### src/shared/irl_pkg.sv
package irl_pkg;
  // ---------------------------------------------------------------
  // Register map
  // ---------------------------------------------------------------
  localparam int ADDR_W = 12;
  localparam logic [11:0] OFS_GROUP0 = 12'hfc0;
  localparam logic [11:0] OFS_GROUP1 = 12'hfc3;
  localparam logic [11:0] OFS_GROUP2 = 12'hfc6;
  localparam logic [11:0] OFS_EDGE_SEL = 12'hfc7;
  localparam logic [11:0] OFS_GLOBAL_EN = 12'hfc8;
  localparam logic [7:0] RESET_FLAGS = 8'h00;
  localparam logic [7:0] RESET_EDGE_SEL = 8'h00;
  localparam int NUM_GROUPS = 3;
  localparam int GLOBAL_EN_BIT = 7;
  // ---------------------------------------------------------------
  // Group 0 bit positions
  // ---------------------------------------------------------------
  localparam int BIT_TIMER2 = 7;
  localparam int BIT_TIMER1 = 6;
  localparam int BIT_TIMER0 = 5;
  localparam int BIT_SER0_RX = 4;
  localparam int BIT_SER0_TX = 3;
  localparam int BIT_TWO_WIRE = 2;
  localparam int BIT_SYNC_SER = 1;
  localparam int BIT_CONVERTER = 0;
  // ---------------------------------------------------------------
  // Group 2 bit positions
  // ---------------------------------------------------------------
  localparam int BIT_TIMER3 = 7;
  localparam int BIT_SER1_RX = 6;
  localparam int BIT_SER1_TX = 5;
  localparam int BIT_DMA = 4;
  localparam int BIT_PORT_C_HI = 3;
  typedef logic [7:0] irl_byte_t;
endpackage : irl_pkg

### src/shared/irl_flag_if.sv
`timescale 1ns/100ps
`default_nettype none
interface irl_flag_if;
  logic [7:0] hw_set;
  logic [7:0] ack_clr;
  logic wr_en;
  logic [7:0] wr_data;
  logic [7:0] flags;
  modport ctrl (output hw_set, output ack_clr, output wr_en, output wr_data, input flags);
  modport bank (input hw_set, input ack_clr, input wr_en, input wr_data, output flags);
endinterface : irl_flag_if
`default_nettype wire

### src/verilog/irl_flag_bank.sv
`timescale 1ns/100ps
`default_nettype none
module irl_flag_bank
  import irl_pkg::*;
(
  // Clock and reset
  input wire logic clk,
  input wire logic rstn,
  // Flag group
  irl_flag_if.bank fb
);
  import irl_pkg::*;

  // ---------------------------------------------------------------
  // Per-bit sticky flags
  // ---------------------------------------------------------------
  irl_byte_t flag;
  assign fb.flags = flag;

  genvar i;
  generate
    for (i = 0; i < 8; i++) begin : g_bit
      always_ff @(posedge clk or negedge rstn) begin
        if (!rstn) begin
          flag[i] <= 1'b0;
        end else if (fb.hw_set[i]) begin
          flag[i] <= 1'b1;
        end else if (fb.wr_en) begin
          flag[i] <= fb.wr_data[i];
        end else if (fb.ack_clr[i]) begin
          flag[i] <= 1'b0;
        end
      end
    end
  endgenerate
endmodule : irl_flag_bank
`default_nettype wire

### src/verilog/irl_request_latches.sv
// Notes on behaviour
// A source request sets its flag, which stays set until cleared.
// With global enable on, pending flags go to the core as interrupt.
// With global enable off, flags still latch and are readable for polling.
// Group 0 bits 7..0: timer2, timer1, timer0, ser0 rx, ser0 tx, 2-wire, sync, conv.
// A flag reads 1 while its request is pending, 0 otherwise.
// Group 1 holds eight edge flags, pin 7..0 of port A or D.
// Per pin only port A or port D feeds the flag, chosen by select.
// Group 2: timer3, ser1 rx, ser1 tx, DMA, port C pins 3..0.
// Sources pulse each new request for exactly one clock.
// Core acknowledge clears that source's flag until its next request.
// Software writing 0 to a flag clears it.
// Software writing 1 sets the flag; acknowledge clears it again.
// A request in the same cycle as a clearing write keeps the flag set.
//
// Implementation choice: the plain strobed port.
`timescale 1ns/100ps
`default_nettype none
module irl_request_latches
  import irl_pkg::*;
(
  // Clock and reset
  input wire logic clk,
  input wire logic rstn,
  // Register port
  input wire logic [irl_pkg::ADDR_W-1:0] reg_addr,
  input wire logic [7:0] reg_wdata,
  input wire logic reg_wr,
  input wire logic reg_rd,
  output logic [7:0] reg_rdata,
  // Group 0 sources
  input wire logic timer2_req,
  input wire logic timer1_req,
  input wire logic timer0_req,
  input wire logic serial0_receive_req,
  input wire logic serial0_transmit_req,
  input wire logic two_wire_req,
  input wire logic sync_serial_req,
  input wire logic converter_req,
  // Edge pulses from ports
  input wire logic [7:0] port_a_edge_req,
  input wire logic [7:0] port_d_edge_req,
  // Group 2 sources
  input wire logic timer3_req,
  input wire logic serial1_receive_req,
  input wire logic serial1_transmit_req,
  input wire logic dma_req,
  input wire logic [3:0] port_c_edge_req,
  // Core side
  input wire logic [7:0] ack_group0,
  input wire logic [7:0] ack_group1,
  input wire logic [7:0] ack_group2,
  output logic core_irq,
  output logic [7:0] pending_group0,
  output logic [7:0] pending_group1,
  output logic [7:0] pending_group2
);
  import irl_pkg::*;

  // ---------------------------------------------------------------
  // Address decode
  // ---------------------------------------------------------------
  function automatic logic hit(input logic [ADDR_W-1:0] a, input logic [ADDR_W-1:0] ofs);
    hit = (a == ofs);
  endfunction : hit

  irl_flag_if grp [NUM_GROUPS] ();
  irl_byte_t flags0, flags1, flags2;
  irl_byte_t edge_port_select;
  logic global_interrupt_enable;
  irl_byte_t set0, set1, set2;

  // ---------------------------------------------------------------
  // Source mapping
  // ---------------------------------------------------------------
  always_comb begin
    set0 = 8'h00;
    set0[BIT_TIMER2] = timer2_req;
    set0[BIT_TIMER1] = timer1_req;
    set0[BIT_TIMER0] = timer0_req;
    set0[BIT_SER0_RX] = serial0_receive_req;
    set0[BIT_SER0_TX] = serial0_transmit_req;
    set0[BIT_TWO_WIRE] = two_wire_req;
    set0[BIT_SYNC_SER] = sync_serial_req;
    set0[BIT_CONVERTER] = converter_req;
  end

  // ---------------------------------------------------------------
  // Port edge mapping
  // ---------------------------------------------------------------
  always_comb begin
    // Select 1 picks port D, 0 picks port A
    set1 = (port_d_edge_req & edge_port_select) | (port_a_edge_req & ~edge_port_select);
  end

  // ---------------------------------------------------------------
  // Group 2 mapping
  // ---------------------------------------------------------------
  always_comb begin
    set2 = 8'h00;
    set2[BIT_TIMER3] = timer3_req;
    set2[BIT_SER1_RX] = serial1_receive_req;
    set2[BIT_SER1_TX] = serial1_transmit_req;
    set2[BIT_DMA] = dma_req;
    set2[BIT_PORT_C_HI:0] = port_c_edge_req;
  end

  // ---------------------------------------------------------------
  // Flag banks
  // ---------------------------------------------------------------
  assign grp[0].hw_set = set0;
  assign grp[1].hw_set = set1;
  assign grp[2].hw_set = set2;
  assign grp[0].ack_clr = ack_group0;
  assign grp[1].ack_clr = ack_group1;
  assign grp[2].ack_clr = ack_group2;

  // ---------------------------------------------------------------
  // Write decode
  // ---------------------------------------------------------------
  assign grp[0].wr_en = reg_wr && hit(reg_addr, OFS_GROUP0);
  assign grp[1].wr_en = reg_wr && hit(reg_addr, OFS_GROUP1);
  assign grp[2].wr_en = reg_wr && hit(reg_addr, OFS_GROUP2);
  assign grp[0].wr_data = reg_wdata;
  assign grp[1].wr_data = reg_wdata;
  assign grp[2].wr_data = reg_wdata;
  assign flags0 = grp[0].flags;
  assign flags1 = grp[1].flags;
  assign flags2 = grp[2].flags;

  genvar g;
  generate
    for (g = 0; g < NUM_GROUPS; g++) begin : g_bank
      irl_flag_bank u_bank (
        .clk(clk),
        .rstn(rstn),
        .fb(grp[g])
      );
    end
  endgenerate

  // ---------------------------------------------------------------
  // Control registers
  // ---------------------------------------------------------------
  always_ff @(posedge clk or negedge rstn) begin
    if (!rstn) begin
      edge_port_select <= RESET_EDGE_SEL;
    end else if (reg_wr && hit(reg_addr, OFS_EDGE_SEL)) begin
      edge_port_select <= reg_wdata;
    end
  end

  always_ff @(posedge clk or negedge rstn) begin
    if (!rstn) begin
      global_interrupt_enable <= 1'b0;
    end else if (reg_wr && hit(reg_addr, OFS_GLOBAL_EN)) begin
      global_interrupt_enable <= reg_wdata[GLOBAL_EN_BIT];
    end
  end

  // ---------------------------------------------------------------
  // Core outputs
  // ---------------------------------------------------------------
  always_ff @(posedge clk or negedge rstn) begin
    if (!rstn) begin
      core_irq <= 1'b0;
    end else begin
      core_irq <= global_interrupt_enable && ((|flags0) || (|flags1) || (|flags2));
    end
  end

  always_ff @(posedge clk or negedge rstn) begin
    if (!rstn) begin
      pending_group0 <= RESET_FLAGS;
    end else begin
      pending_group0 <= flags0;
    end
  end

  always_ff @(posedge clk or negedge rstn) begin
    if (!rstn) begin
      pending_group1 <= RESET_FLAGS;
    end else begin
      pending_group1 <= flags1;
    end
  end

  always_ff @(posedge clk or negedge rstn) begin
    if (!rstn) begin
      pending_group2 <= RESET_FLAGS;
    end else begin
      pending_group2 <= flags2;
    end
  end

  // ---------------------------------------------------------------
  // Read port
  // ---------------------------------------------------------------
  always_ff @(posedge clk or negedge rstn) begin
    if (!rstn) begin
      reg_rdata <= 8'h00;
    end else if (reg_rd) begin
      if (hit(reg_addr, OFS_GROUP0)) begin
        reg_rdata <= flags0;
      end else if (hit(reg_addr, OFS_GROUP1)) begin
        reg_rdata <= flags1;
      end else if (hit(reg_addr, OFS_GROUP2)) begin
        reg_rdata <= flags2;
      end else if (hit(reg_addr, OFS_EDGE_SEL)) begin
        reg_rdata <= edge_port_select;
      end else if (hit(reg_addr, OFS_GLOBAL_EN)) begin
        reg_rdata <= {global_interrupt_enable, 7'h00};
      end else begin
        reg_rdata <= 8'h00;
      end
    end else begin
      reg_rdata <= 8'h00;
    end
  end
endmodule : irl_request_latches
`default_nettype wire
### config.mk
export PLATFORM = sky130hd
export DESIGN_NAME = irl_request_latches
export DESIGN_NICKNAME = d
export VERILOG_FILES = /design/src/shared/irl_pkg.sv /design/src/shared/irl_flag_if.sv /design/src/verilog/irl_flag_bank.sv /design/src/verilog/irl_request_latches.sv
export SDC_FILE = /design/constraint.sdc
export NUM_CORES = 1
export LEC_CHECK = 0
export ABC_AREA = 1
export BUFFER_PORTS_ARGS = -buffer_cell sky130_fd_sc_hd__buf_2
export CAP_MARGIN = 20
export CORE_AREA = 3 3 79 81
export CTS_CLUSTER_SIZE = 20
export DETAILED_ROUTE_END_ITERATION = 10
export DIE_AREA = 0 0 82 84
export PLACE_DENSITY = 0.81
export SLEW_MARGIN = 5
export SYNTH_ARGS = -nofsm -noshare
export SYNTH_HDL_FRONTEND = slang
export SYNTH_SLANG_ARGS = --single-unit
### constraint.sdc
create_clock -name clk -period 1.75 [get_ports clk]
set_input_delay 0.35 -clock clk [delete_from_list [all_inputs] [get_ports clk]]
set_output_delay 0.35 -clock clk [all_outputs]
set_load 0.02 [all_outputs]
# Yosys cells after proc, flatten, opt, wreduce, memory -nomap -nowiden
# Cells that the tools add are included.
# Widths: inputs -> output; s select.
# classes
n_eq_ne	5
mux	78
bitwise_logic	4
reduce_logical	35
# op_table
op	count
$mux 1	72
$reduce_bool 3->1	24
$eq 12x12->1 const B	5
$mux 8	6
$reduce_or 8->1	3
$and 8x8->8	2
$not 8->8	1
$or 8x8->8	1
$logic_and 1x1->1	6
$logic_or 1x1->1	2
# totals
ff_bits	66
out_inout_bits	33
elab_cells	153

# Logic depth before layout (Yosys ltp)
# Gate-level depths: netlist (run 1).
# depth
ltp_word	7
ltp_mapped	9
depth_no_buf	9

# Modules after synthesis
# From an unflattened synthesis (run 1), not the netlist that was laid out.
# hier_totals
hier_cells	292
hier_area_um2	2861.5
# by_module_without_submodules
mod	n_inst	cells_each	area_per_inst_um2
irl_request_latches	1	166	1754.2
irl_flag_bank	3	42	369.1

# Least setup slack after synthesis (run 1)
# Ideal clock, no wire load.
# synth_path
path_kind	input to register
from	in reg_addr[3] (netlist bit)
to	reg g_bank[1].u_bank.flag[5]
arrival_time_ns	1.281
required_time_ns	1.620
path_slack_ns	0.339
path_stages	6
path_buffers	1
path_cell_list	or2_1 -> nor3_4 -> nand2_4 -> buf_6 -> nand2_1 -> o211ai_2
# synth_via
elab_chain_cells	4
# synth_lines
element	line	rtl
start: declaration	irl_request_latches.sv:26	input wire logic [irl_pkg::ADDR_W-1:0] reg_addr,
$eq 12x12->1 *	irl_request_latches.sv:64	hit = (a == ofs);
$logic_and 1x1->1 *	irl_request_latches.sv:122	assign grp[1].wr_en = reg_wr && hit(reg_addr, OFS_GROUP1);
$mux 1	irl_flag_bank.sv:28	end else if (fb.wr_en) begin
$mux 1	irl_flag_bank.sv:26	end else if (fb.hw_set[i]) begin
end signal: indexed assignment	irl_flag_bank.sv:29	flag[i] <= fb.wr_data[i];
end: declaration	irl_flag_bank.sv:17	irl_byte_t flag;
# Mark *: on every way between the ends. The rest lies on a longest branch, timed or not.
# A chain may end at the register's enable or synchronous reset.

# Worst setup path after layout (run 1)
# layout_path
from	reg g_bank[1].u_bank.flag[3]
to	reg core_irq
# layout_via
elab_chain_cells	4
# layout_lines
element	line	rtl
$reduce_or 8->1	irl_request_latches.sv:168	core_irq <= global_interrupt_enable && ((|flags0) || (|flags1) || (|flags2));
$logic_or 1x1->1 (2 in series)	irl_request_latches.sv:168	
$logic_and 1x1->1	irl_request_latches.sv:168	
end signal: assignment	irl_request_latches.sv:168	
end: declaration	irl_request_latches.sv:53	output logic core_irq,
# No other way between the ends.

==> results.cfg, run 1 <==
[outcome]
status = finished, violations left
violations = design-rule violations, negative hold slack

[floorplanning]
die_area_um2 = 6890
io-pin-count = 113
rows = 27
die_y_um = 84
core-area_um2 = 5540
die_w_um = 82
initial_core_util_pct = 52.2

[cts]
cts_sinks = 66
htree_levels = 3
clk_pin_slew_ps = 70
cts_setup_buffers = 0
clockBufferDepth = 2
cts_root_buffer = clkbuf_8
clkLatencyLatePin_ps = 340
cts_resized = 0
numCtsBuffers = 9
hold_buffers = 0
cts_tree = done

[timing]
drv_slew = 0
finalHoldViolCount = 1
skew_ps = 7.09
tns_ps = 0
rsz0062_at_grt = false
hold_ws_ps = -1.00
fin_crit_ps = 1460
setup_viol = 0
tightest_slew_ps = 476
max_freq_mhz = 683
fin_ws_ps = 286
timing.final.crit_share_pct = 83.6
slew_headroom_pct = 67.9

[routing]
via_count = 2717
via_per_inst = 5.40
drc = 2
wirelength_um = 7980
wire_per_inst_um = 15.9
drtIter0Drc = 271
ant_nets = 0
drtPass1Iterations = 8

[place]
place_hpwl_um = 6140
gp_congestion = 0.919
place_ws_ps = 46.7
dpl.cell_count = 487
io_buffer_count = 112
place_area_um2 = 3600

[min_path]
hold_class = in2async

[cells_and_area]
n_antenna_cell = 0
fin_area_um2 = 3830
nets = 506
stdcell_count = 503
area_growth_pct = 32.4
drive_gt1_share_pct = 37.4
fillers = 439

[power]
cellPowerDensity_nw_per_um2 = 903
p_leak_uw = 0.00190
max-vdd-ir-drop_uv = 556

[setup_path]
path_cells = nor4_1 > nand4_1 > o21ai_0 > inv_1
startpoint_type = register
cp_max_fo = 4
slowest_stage = nor4_1
cp-end-kind = register
cp_slowest_stage_delay_ps = 490
cp.arrival_ps = 1700
worstPathRequired_ps = 1980
path_class = reg2reg

[global_routing]
grt_max_degree = 67
gr-total-overflow = 0
track_usage_pct = 24.9
grt_pass1_vias = 2666
grt_pass1_wl_um = 12900
antenna_found_initial = 0

[yosys]
yosys_register_bits = 66
synth_cell_type_count = 29
syn_nets = 379
yosys_warnings = 0
synthCells = 299
avgSynthCellArea_um2 = 9.67
synth_area_um2 = 2890
ys_seq_area_share_pct = 57.1

[run]
maxCapViolCount = 0
worst max-delay path, delay by kind of cell (launching register included):
kind | cells | cell delay [ps]
AND/OR/NAND/NOR | 2 | 690
buffers and inverters | 1 | 60
flip-flops | 1 | 430
AO/OA/AOI/OAI | 1 | 190
kinds of logic after synthesis:
| kind of cell | Yosys count | synth area share [%] |
|---|---|---|
| simple gates | 116 | 19.5 |
| mux | 8 | 2.77 |
| flops | 66 | 57.1 |
| buf+inv | 46 | 6.84 |
| compound gates | 63 | 13.8 |
cells in the final DEF, fill, tap and decap left out:
cell / netlist / final
buf_2: 2 / 112
dfrtp_1: 66 / 66
nand2_1: 53 / 53
inv_1: 37 / 37
o21ai_0: 24 / 24
nor2_1: 22 / 22
nand3_1: 17 / 17
a31oi_1: 16 / 16
clkbuf_8: 0 / 11
buf_4: 2 / 9
mux2i_1: 8 / 8
o211ai_2: 8 / 8
o21ai_1: 7 / 7
a21oi_1: 7 / 7
nor4_1: 6 / 6
nand2_2: 4 / 4
nor2_2: 2 / 2
nor2_4: 2 / 2
inv_2: 2 / 2
nand4_1: 2 / 2
nand3b_1: 2 / 2
bufinv_16: 0 / 2
buf_12: 0 / 2
or2_1: 1 / 1
nor3_2: 1 / 1
nand3_4: 1 / 1
nor3_4: 1 / 1
o2111ai_1: 1 / 1
nand2_4: 1 / 1
nand3_2: 1 / 1
clkinv_4: 0 / 1
clkbuf_1: 0 / 1
clkinv_2: 0 / 1
final cells by class:
type	count	area, um2	area share (%)
Clock buffer	12	155	4.05
Clock inverter	4	73.8	1.93
Inverter	39	146	3.82
Multi-Input combinational cell	187	1040	27.2
Sequential cell	66	1650	43.2
Tap cell	72	90.1	2.35
Timing Repair Buffer	123	668	17.5
report_power, final:
part           switching, uW  internal (uW)
Combinational            212            143
Clock                    565            881
Sequential              54.2           1600
worst paths after layout:
kind / slack [ps] / cells after the start / from / to
setup / recovery: 290 / 4 / g_bank[1].u_bank.fb.flags[3] / core_irq
hold / removal: -1 / 2 / rstn / pending_group1[3]
setup reg to reg: 290 / 4 / g_bank[1].u_bank.fb.flags[3] / core_irq
hold reg to reg: 400 / 0 / g_bank[1].u_bank.fb.flags[6] / pending_group1[6]
max in group asynchronous: 1460 / 2 / rstn / g_bank[2].u_bank.fb.flags[6]
min in group clk: 190 / 3 / timer1_req / g_bank[0].u_bank.fb.flags[6]
through the flow:
stage,hold slack (ps),utilization [%],total power (uW)
floorplan,54.4,-,1820
detailed placement,385,65.0,2040
CTS,19.4,69.1,3480
global route,37.2,69.1,3590
global placement,378,65.0,2020
finish,-1.00,69.1,3460
registers in the layout, indices dropped and copies added (netlist names):
signal / cells
g_bank.u_bank.fb.flags: 24
edge_port_select: 8
pending_group0: 8
pending_group1: 8
pending_group2: 8
reg_rdata: 8
core_irq: 1
global_interrupt_enable: 1
layer usage:
layer | track usage (%) | vias to the layer above | wire, um | part of all wire, %
met1 | 32.1 | 1284 | 3150 | 39
met3 | 6.59 | 22 | 749 | 9.4
met4 | 9.82 | 0 | 210 | 2.6
met2 | 39.4 | 155 | 3870 | 49
met5 | 0 | - | 0 | 0
li1 | - | 1256 | - | -
cell usage after synthesis, drive strengths merged:
| master | n | area, um2 |
|---|---|---|
| nor4 | 6 | 37.5 |
| a21oi | 7 | 35.0 |
| nand3 | 19 | 113 |
| inv | 39 | 146 |
| o211ai | 8 | 100 |
| a31oi | 16 | 100 |
| nor2 | 26 | 118 |
| nand4 | 2 | 12.5 |
| o2111ai | 1 | 8.76 |
| nand2 | 58 | 235 |
| dfrtp | 66 | 1650 |
| or2 | 1 | 6.26 |
| o21ai | 31 | 155 |
| nand3b | 2 | 15.0 |
| nor3 | 2 | 26.3 |
| buf | 7 | 51.3 |
| mux2i | 8 | 80.1 |
(Power assumes the default switching activity.)
==> run 2, diff against run 1 <==
--- a/config.mk
+++ b/config.mk
@@ -5,14 +5,14 @@
 export SDC_FILE = /design/constraint.sdc
 export NUM_CORES = 1
 export LEC_CHECK = 0
-export ABC_AREA = 1
+export ABC_AREA = 0
 export BUFFER_PORTS_ARGS = -buffer_cell sky130_fd_sc_hd__buf_2
 export CAP_MARGIN = 20
-export CORE_AREA = 3 3 79 81
+export CORE_AREA = 3 3 85 87
 export CTS_CLUSTER_SIZE = 20
 export DETAILED_ROUTE_END_ITERATION = 10
-export DIE_AREA = 0 0 82 84
-export PLACE_DENSITY = 0.81
+export DIE_AREA = 0 0 88 90
+export PLACE_DENSITY = 0.72
 export SLEW_MARGIN = 5
 export SYNTH_ARGS = -nofsm -noshare
 export SYNTH_HDL_FRONTEND = slang
==> constraint.sdc (replaced) <==
create_clock -name clk -period 1.19 [get_ports clk]
set_input_delay 0.238 -clock clk [delete_from_list [all_inputs] [get_ports clk]]
set_output_delay 0.238 -clock clk [all_outputs]
set_load 0.02 [all_outputs]
==> results.cfg, run 2 <==
[setup_path]
cp.arrival_ps = 1740
crit_buf_inv = 2
path_cells = buf_6 > nand4bb_4 > or3_4 > nor3b_4 > buf_4 > nor3b_1 > a211o_1
critPathTopFamily = simple AND/OR/NAND/NOR gates
cp_max_fo = 8
cp-end-kind = register
startpoint_type = input pin
path_class = in2reg
cp_slowest_stage_delay_ps = 410
worstPathRequired_ps = 1410
slowest_stage = or3_4

[floorplanning]
die_y_um = 90
die_area_um2 = 7920
core-area_um2 = 6420
initial_core_util_pct = 43.3
io-pin-count = 113
rows = 29
die_w_um = 88

[timing]
tns_ps = -8290
skew_ps = 10.5
setup_viol = 42
timing.final.crit_share_pct = 128
drv_slew = 0
fin_crit_ps = 1520
finalHoldViolCount = 0
fin_ws_ps = -332
slew_headroom_pct = 77.1
tightest_slew_ps = 344
rsz0062_at_grt = true
max_freq_mhz = 657

[power]
cellPowerDensity_nw_per_um2 = 1160
max-vdd-ir-drop_uv = 682
total_power_uw = 5020
p_leak_uw = 0.00205

[routing]
wirelength_um = 8440
drtIter0Drc = 133
ant_nets = 0
via_per_inst = 5.34
drc = 0
wire_per_inst_um = 17.8
drtPass1Iterations = 4
via_count = 2528

[outcome]
status = finished, violations left
violations = negative setup slack

[yosys]
synth_cell_type_count = 31
yosys_register_bits = 66
avgSynthCellArea_um2 = 12.9
synthTopCellsByCount = 66 x dfrtp_1, 24 x nand2_1, 17 x nor3b_1
synthCells = 216
synth_xor_area_share_pct = 0
synth_edf_count = 0
muxShareOfSynthArea_pct = 9.73
synth_top_area_share_pct = 59.4
synth_fa_ha_area_share_pct = 0
yosys.area.top_type = dfrtp_1
yosys.area_share.simple_pct = 19.8
synthArstFlopShare_pct = 100
synth_top_family_by_area = simple AND/OR/NAND/NOR gates
ys_seq_area_share_pct = 59.4
ys.flop_type = dfrtp_1
syn_nets = 296
yosys_warnings = 0
yosysMostFrequentCell = dfrtp_1
synth_compound_area_share_pct = 9.37
synth_area_um2 = 2780
synth_area_leaders = dfrtp_1 59%, mux2_2 6.5%, a211o_1 5.0%, nor3b_1 4.6%, mux2i_1 3.2%

[global_routing]
gr-total-overflow = 0
gr-usage-met2_pct = 36.2
grt_pass1_wl_um = 12900
use_met1_pct = 26.2
grt_pass1_vias = 2550
track_usage_pct = 21.6
grt_use_met3_pct = 4.11
antenna_found_initial = 0
grt-busiest-layer = met2
grt_max_degree = 67

[place]
place_hpwl_um = 5960
io_buffer_count = 112
place_area_um2 = 3740
gp_congestion = 0.869

[cts]
htree_levels = 3
clk_pin_slew_ps = 70
numCtsBuffers = 9
clkLatencyLatePin_ps = 340
cts_sinks = 66
clockBufferDepth = 2
cts_tree = done
cts_root_buffer = clkbuf_8

[cells_and_area]
final_cell_mix = 111 x buf_2, 65 x dfrtp_1, 46 x buf_4
fin_area_um2 = 4320
fin_util_pct = 67.3
area_growth_pct = 55.6
nets = 471
drive_gt1_share_pct = 62.6
largest_reg_flops = 24
layout_commonest_cell = buf_2
n_antenna_cell = 0

[min_path]
hold_class = in2reg

[run]
maxCapViolCount = 0
[run 2: changes by cell type after synthesis, moves of 4 or more]
cell	before	now
inv_1	37	2
nand2_1	53	24
nor2_1	22	2
nor3b_1	0	17
o21ai_0	24	7
a211o_1	0	16
mux2_2	0	16
a31oi_1	16	7
o211ai_2	8	0
or3b_2	0	8
a21oi_1	7	0
nand3_1	17	10
o21ai_1	7	0
nand2_2	4	0
[run 2: area by class of cell]
class                   count  area, um2
fillers                   493       2100
clock inverters             4       50.0
multi-input cells         142       1300
inverters                   2       7.51
clock buffers              12        155
well taps                  77       96.3
flip-flops and latches     66       1650
repair buffers            170       1060
[run 2: where the power goes]
| group | switching (uW) | internal (uW) | leakage (uW) | total, uW |
|---|---|---|---|---|
| Clock | 837 | 1080 | 0.0000986 | 1920 |
| Combinational | 330 | 345 | 0.00118 | 675 |
| Sequential | 73.3 | 2350 | 0.000767 | 2430 |
| Total | 1240 | 3780 | 0.00205 | 5020 |
[run 2: path summary, 6_finish.rpt]
path / startpoint / endpoint / slack, ps / cells past startpoint
max in group asynchronous: rstn / g_bank[1].u_bank.fb.flags[7] / 460 / 3
max: reg_addr[4] / g_bank[0].u_bank.fb.flags[0] / -330 / 7
min: sync_serial_req / g_bank[0].u_bank.fb.flags[1] / 80 / 2
min in group asynchronous: rstn / pending_group2[2] / 450 / 3
min reg2reg: g_bank[2].u_bank.fb.flags[0] / pending_group2[0] / 450 / 0
max reg2reg: g_bank[2].u_bank.fb.flags[7] / reg_rdata[7] / -30 / 5
[run 2: cells by family (layout without fill, tap and decap cells)]
group,count (synthesis),in the layout
buf+inv,8,188
simple gates,82,82
compound gates,35,35
flops,66,66
mux,25,25
[run 2: layer usage]
layer  vias to the layer above  part of all wire, %
met1                      1228                   38
li1                       1158                    -
met5                         -                    0
met4                         0                  4.2
met3                        29                  6.1
met2                       113                   51
[run 2: worst reg2reg max path, stage by stage (launching register included)]
cell and delay, ps:
dfrtp_1 440, nor2_1 120, mux2i_1 80, nor4_1 200, o22ai_1 120, o211a_1 150
[run 2: stage by stage]
step,setup slack (ps),hold WS [ps],instances
after floorplan,-629,-57.6,216
after detailed placement,-694,281,442
after global routing,-367,73.7,473
after global placement,-646,280,442
final,-332,84.0,473
after CTS,-254,74.6,468
[run 2: what timing repair did]
item                       in CTS  in global routing
setup endpoints to repair      42                 42
resized for setup              39                 25
pin swaps                      15                 16
cloned                          0                  0
buffers inserted                9                  6
hold endpoints to repair       66                  0
hold buffers                    1                  0
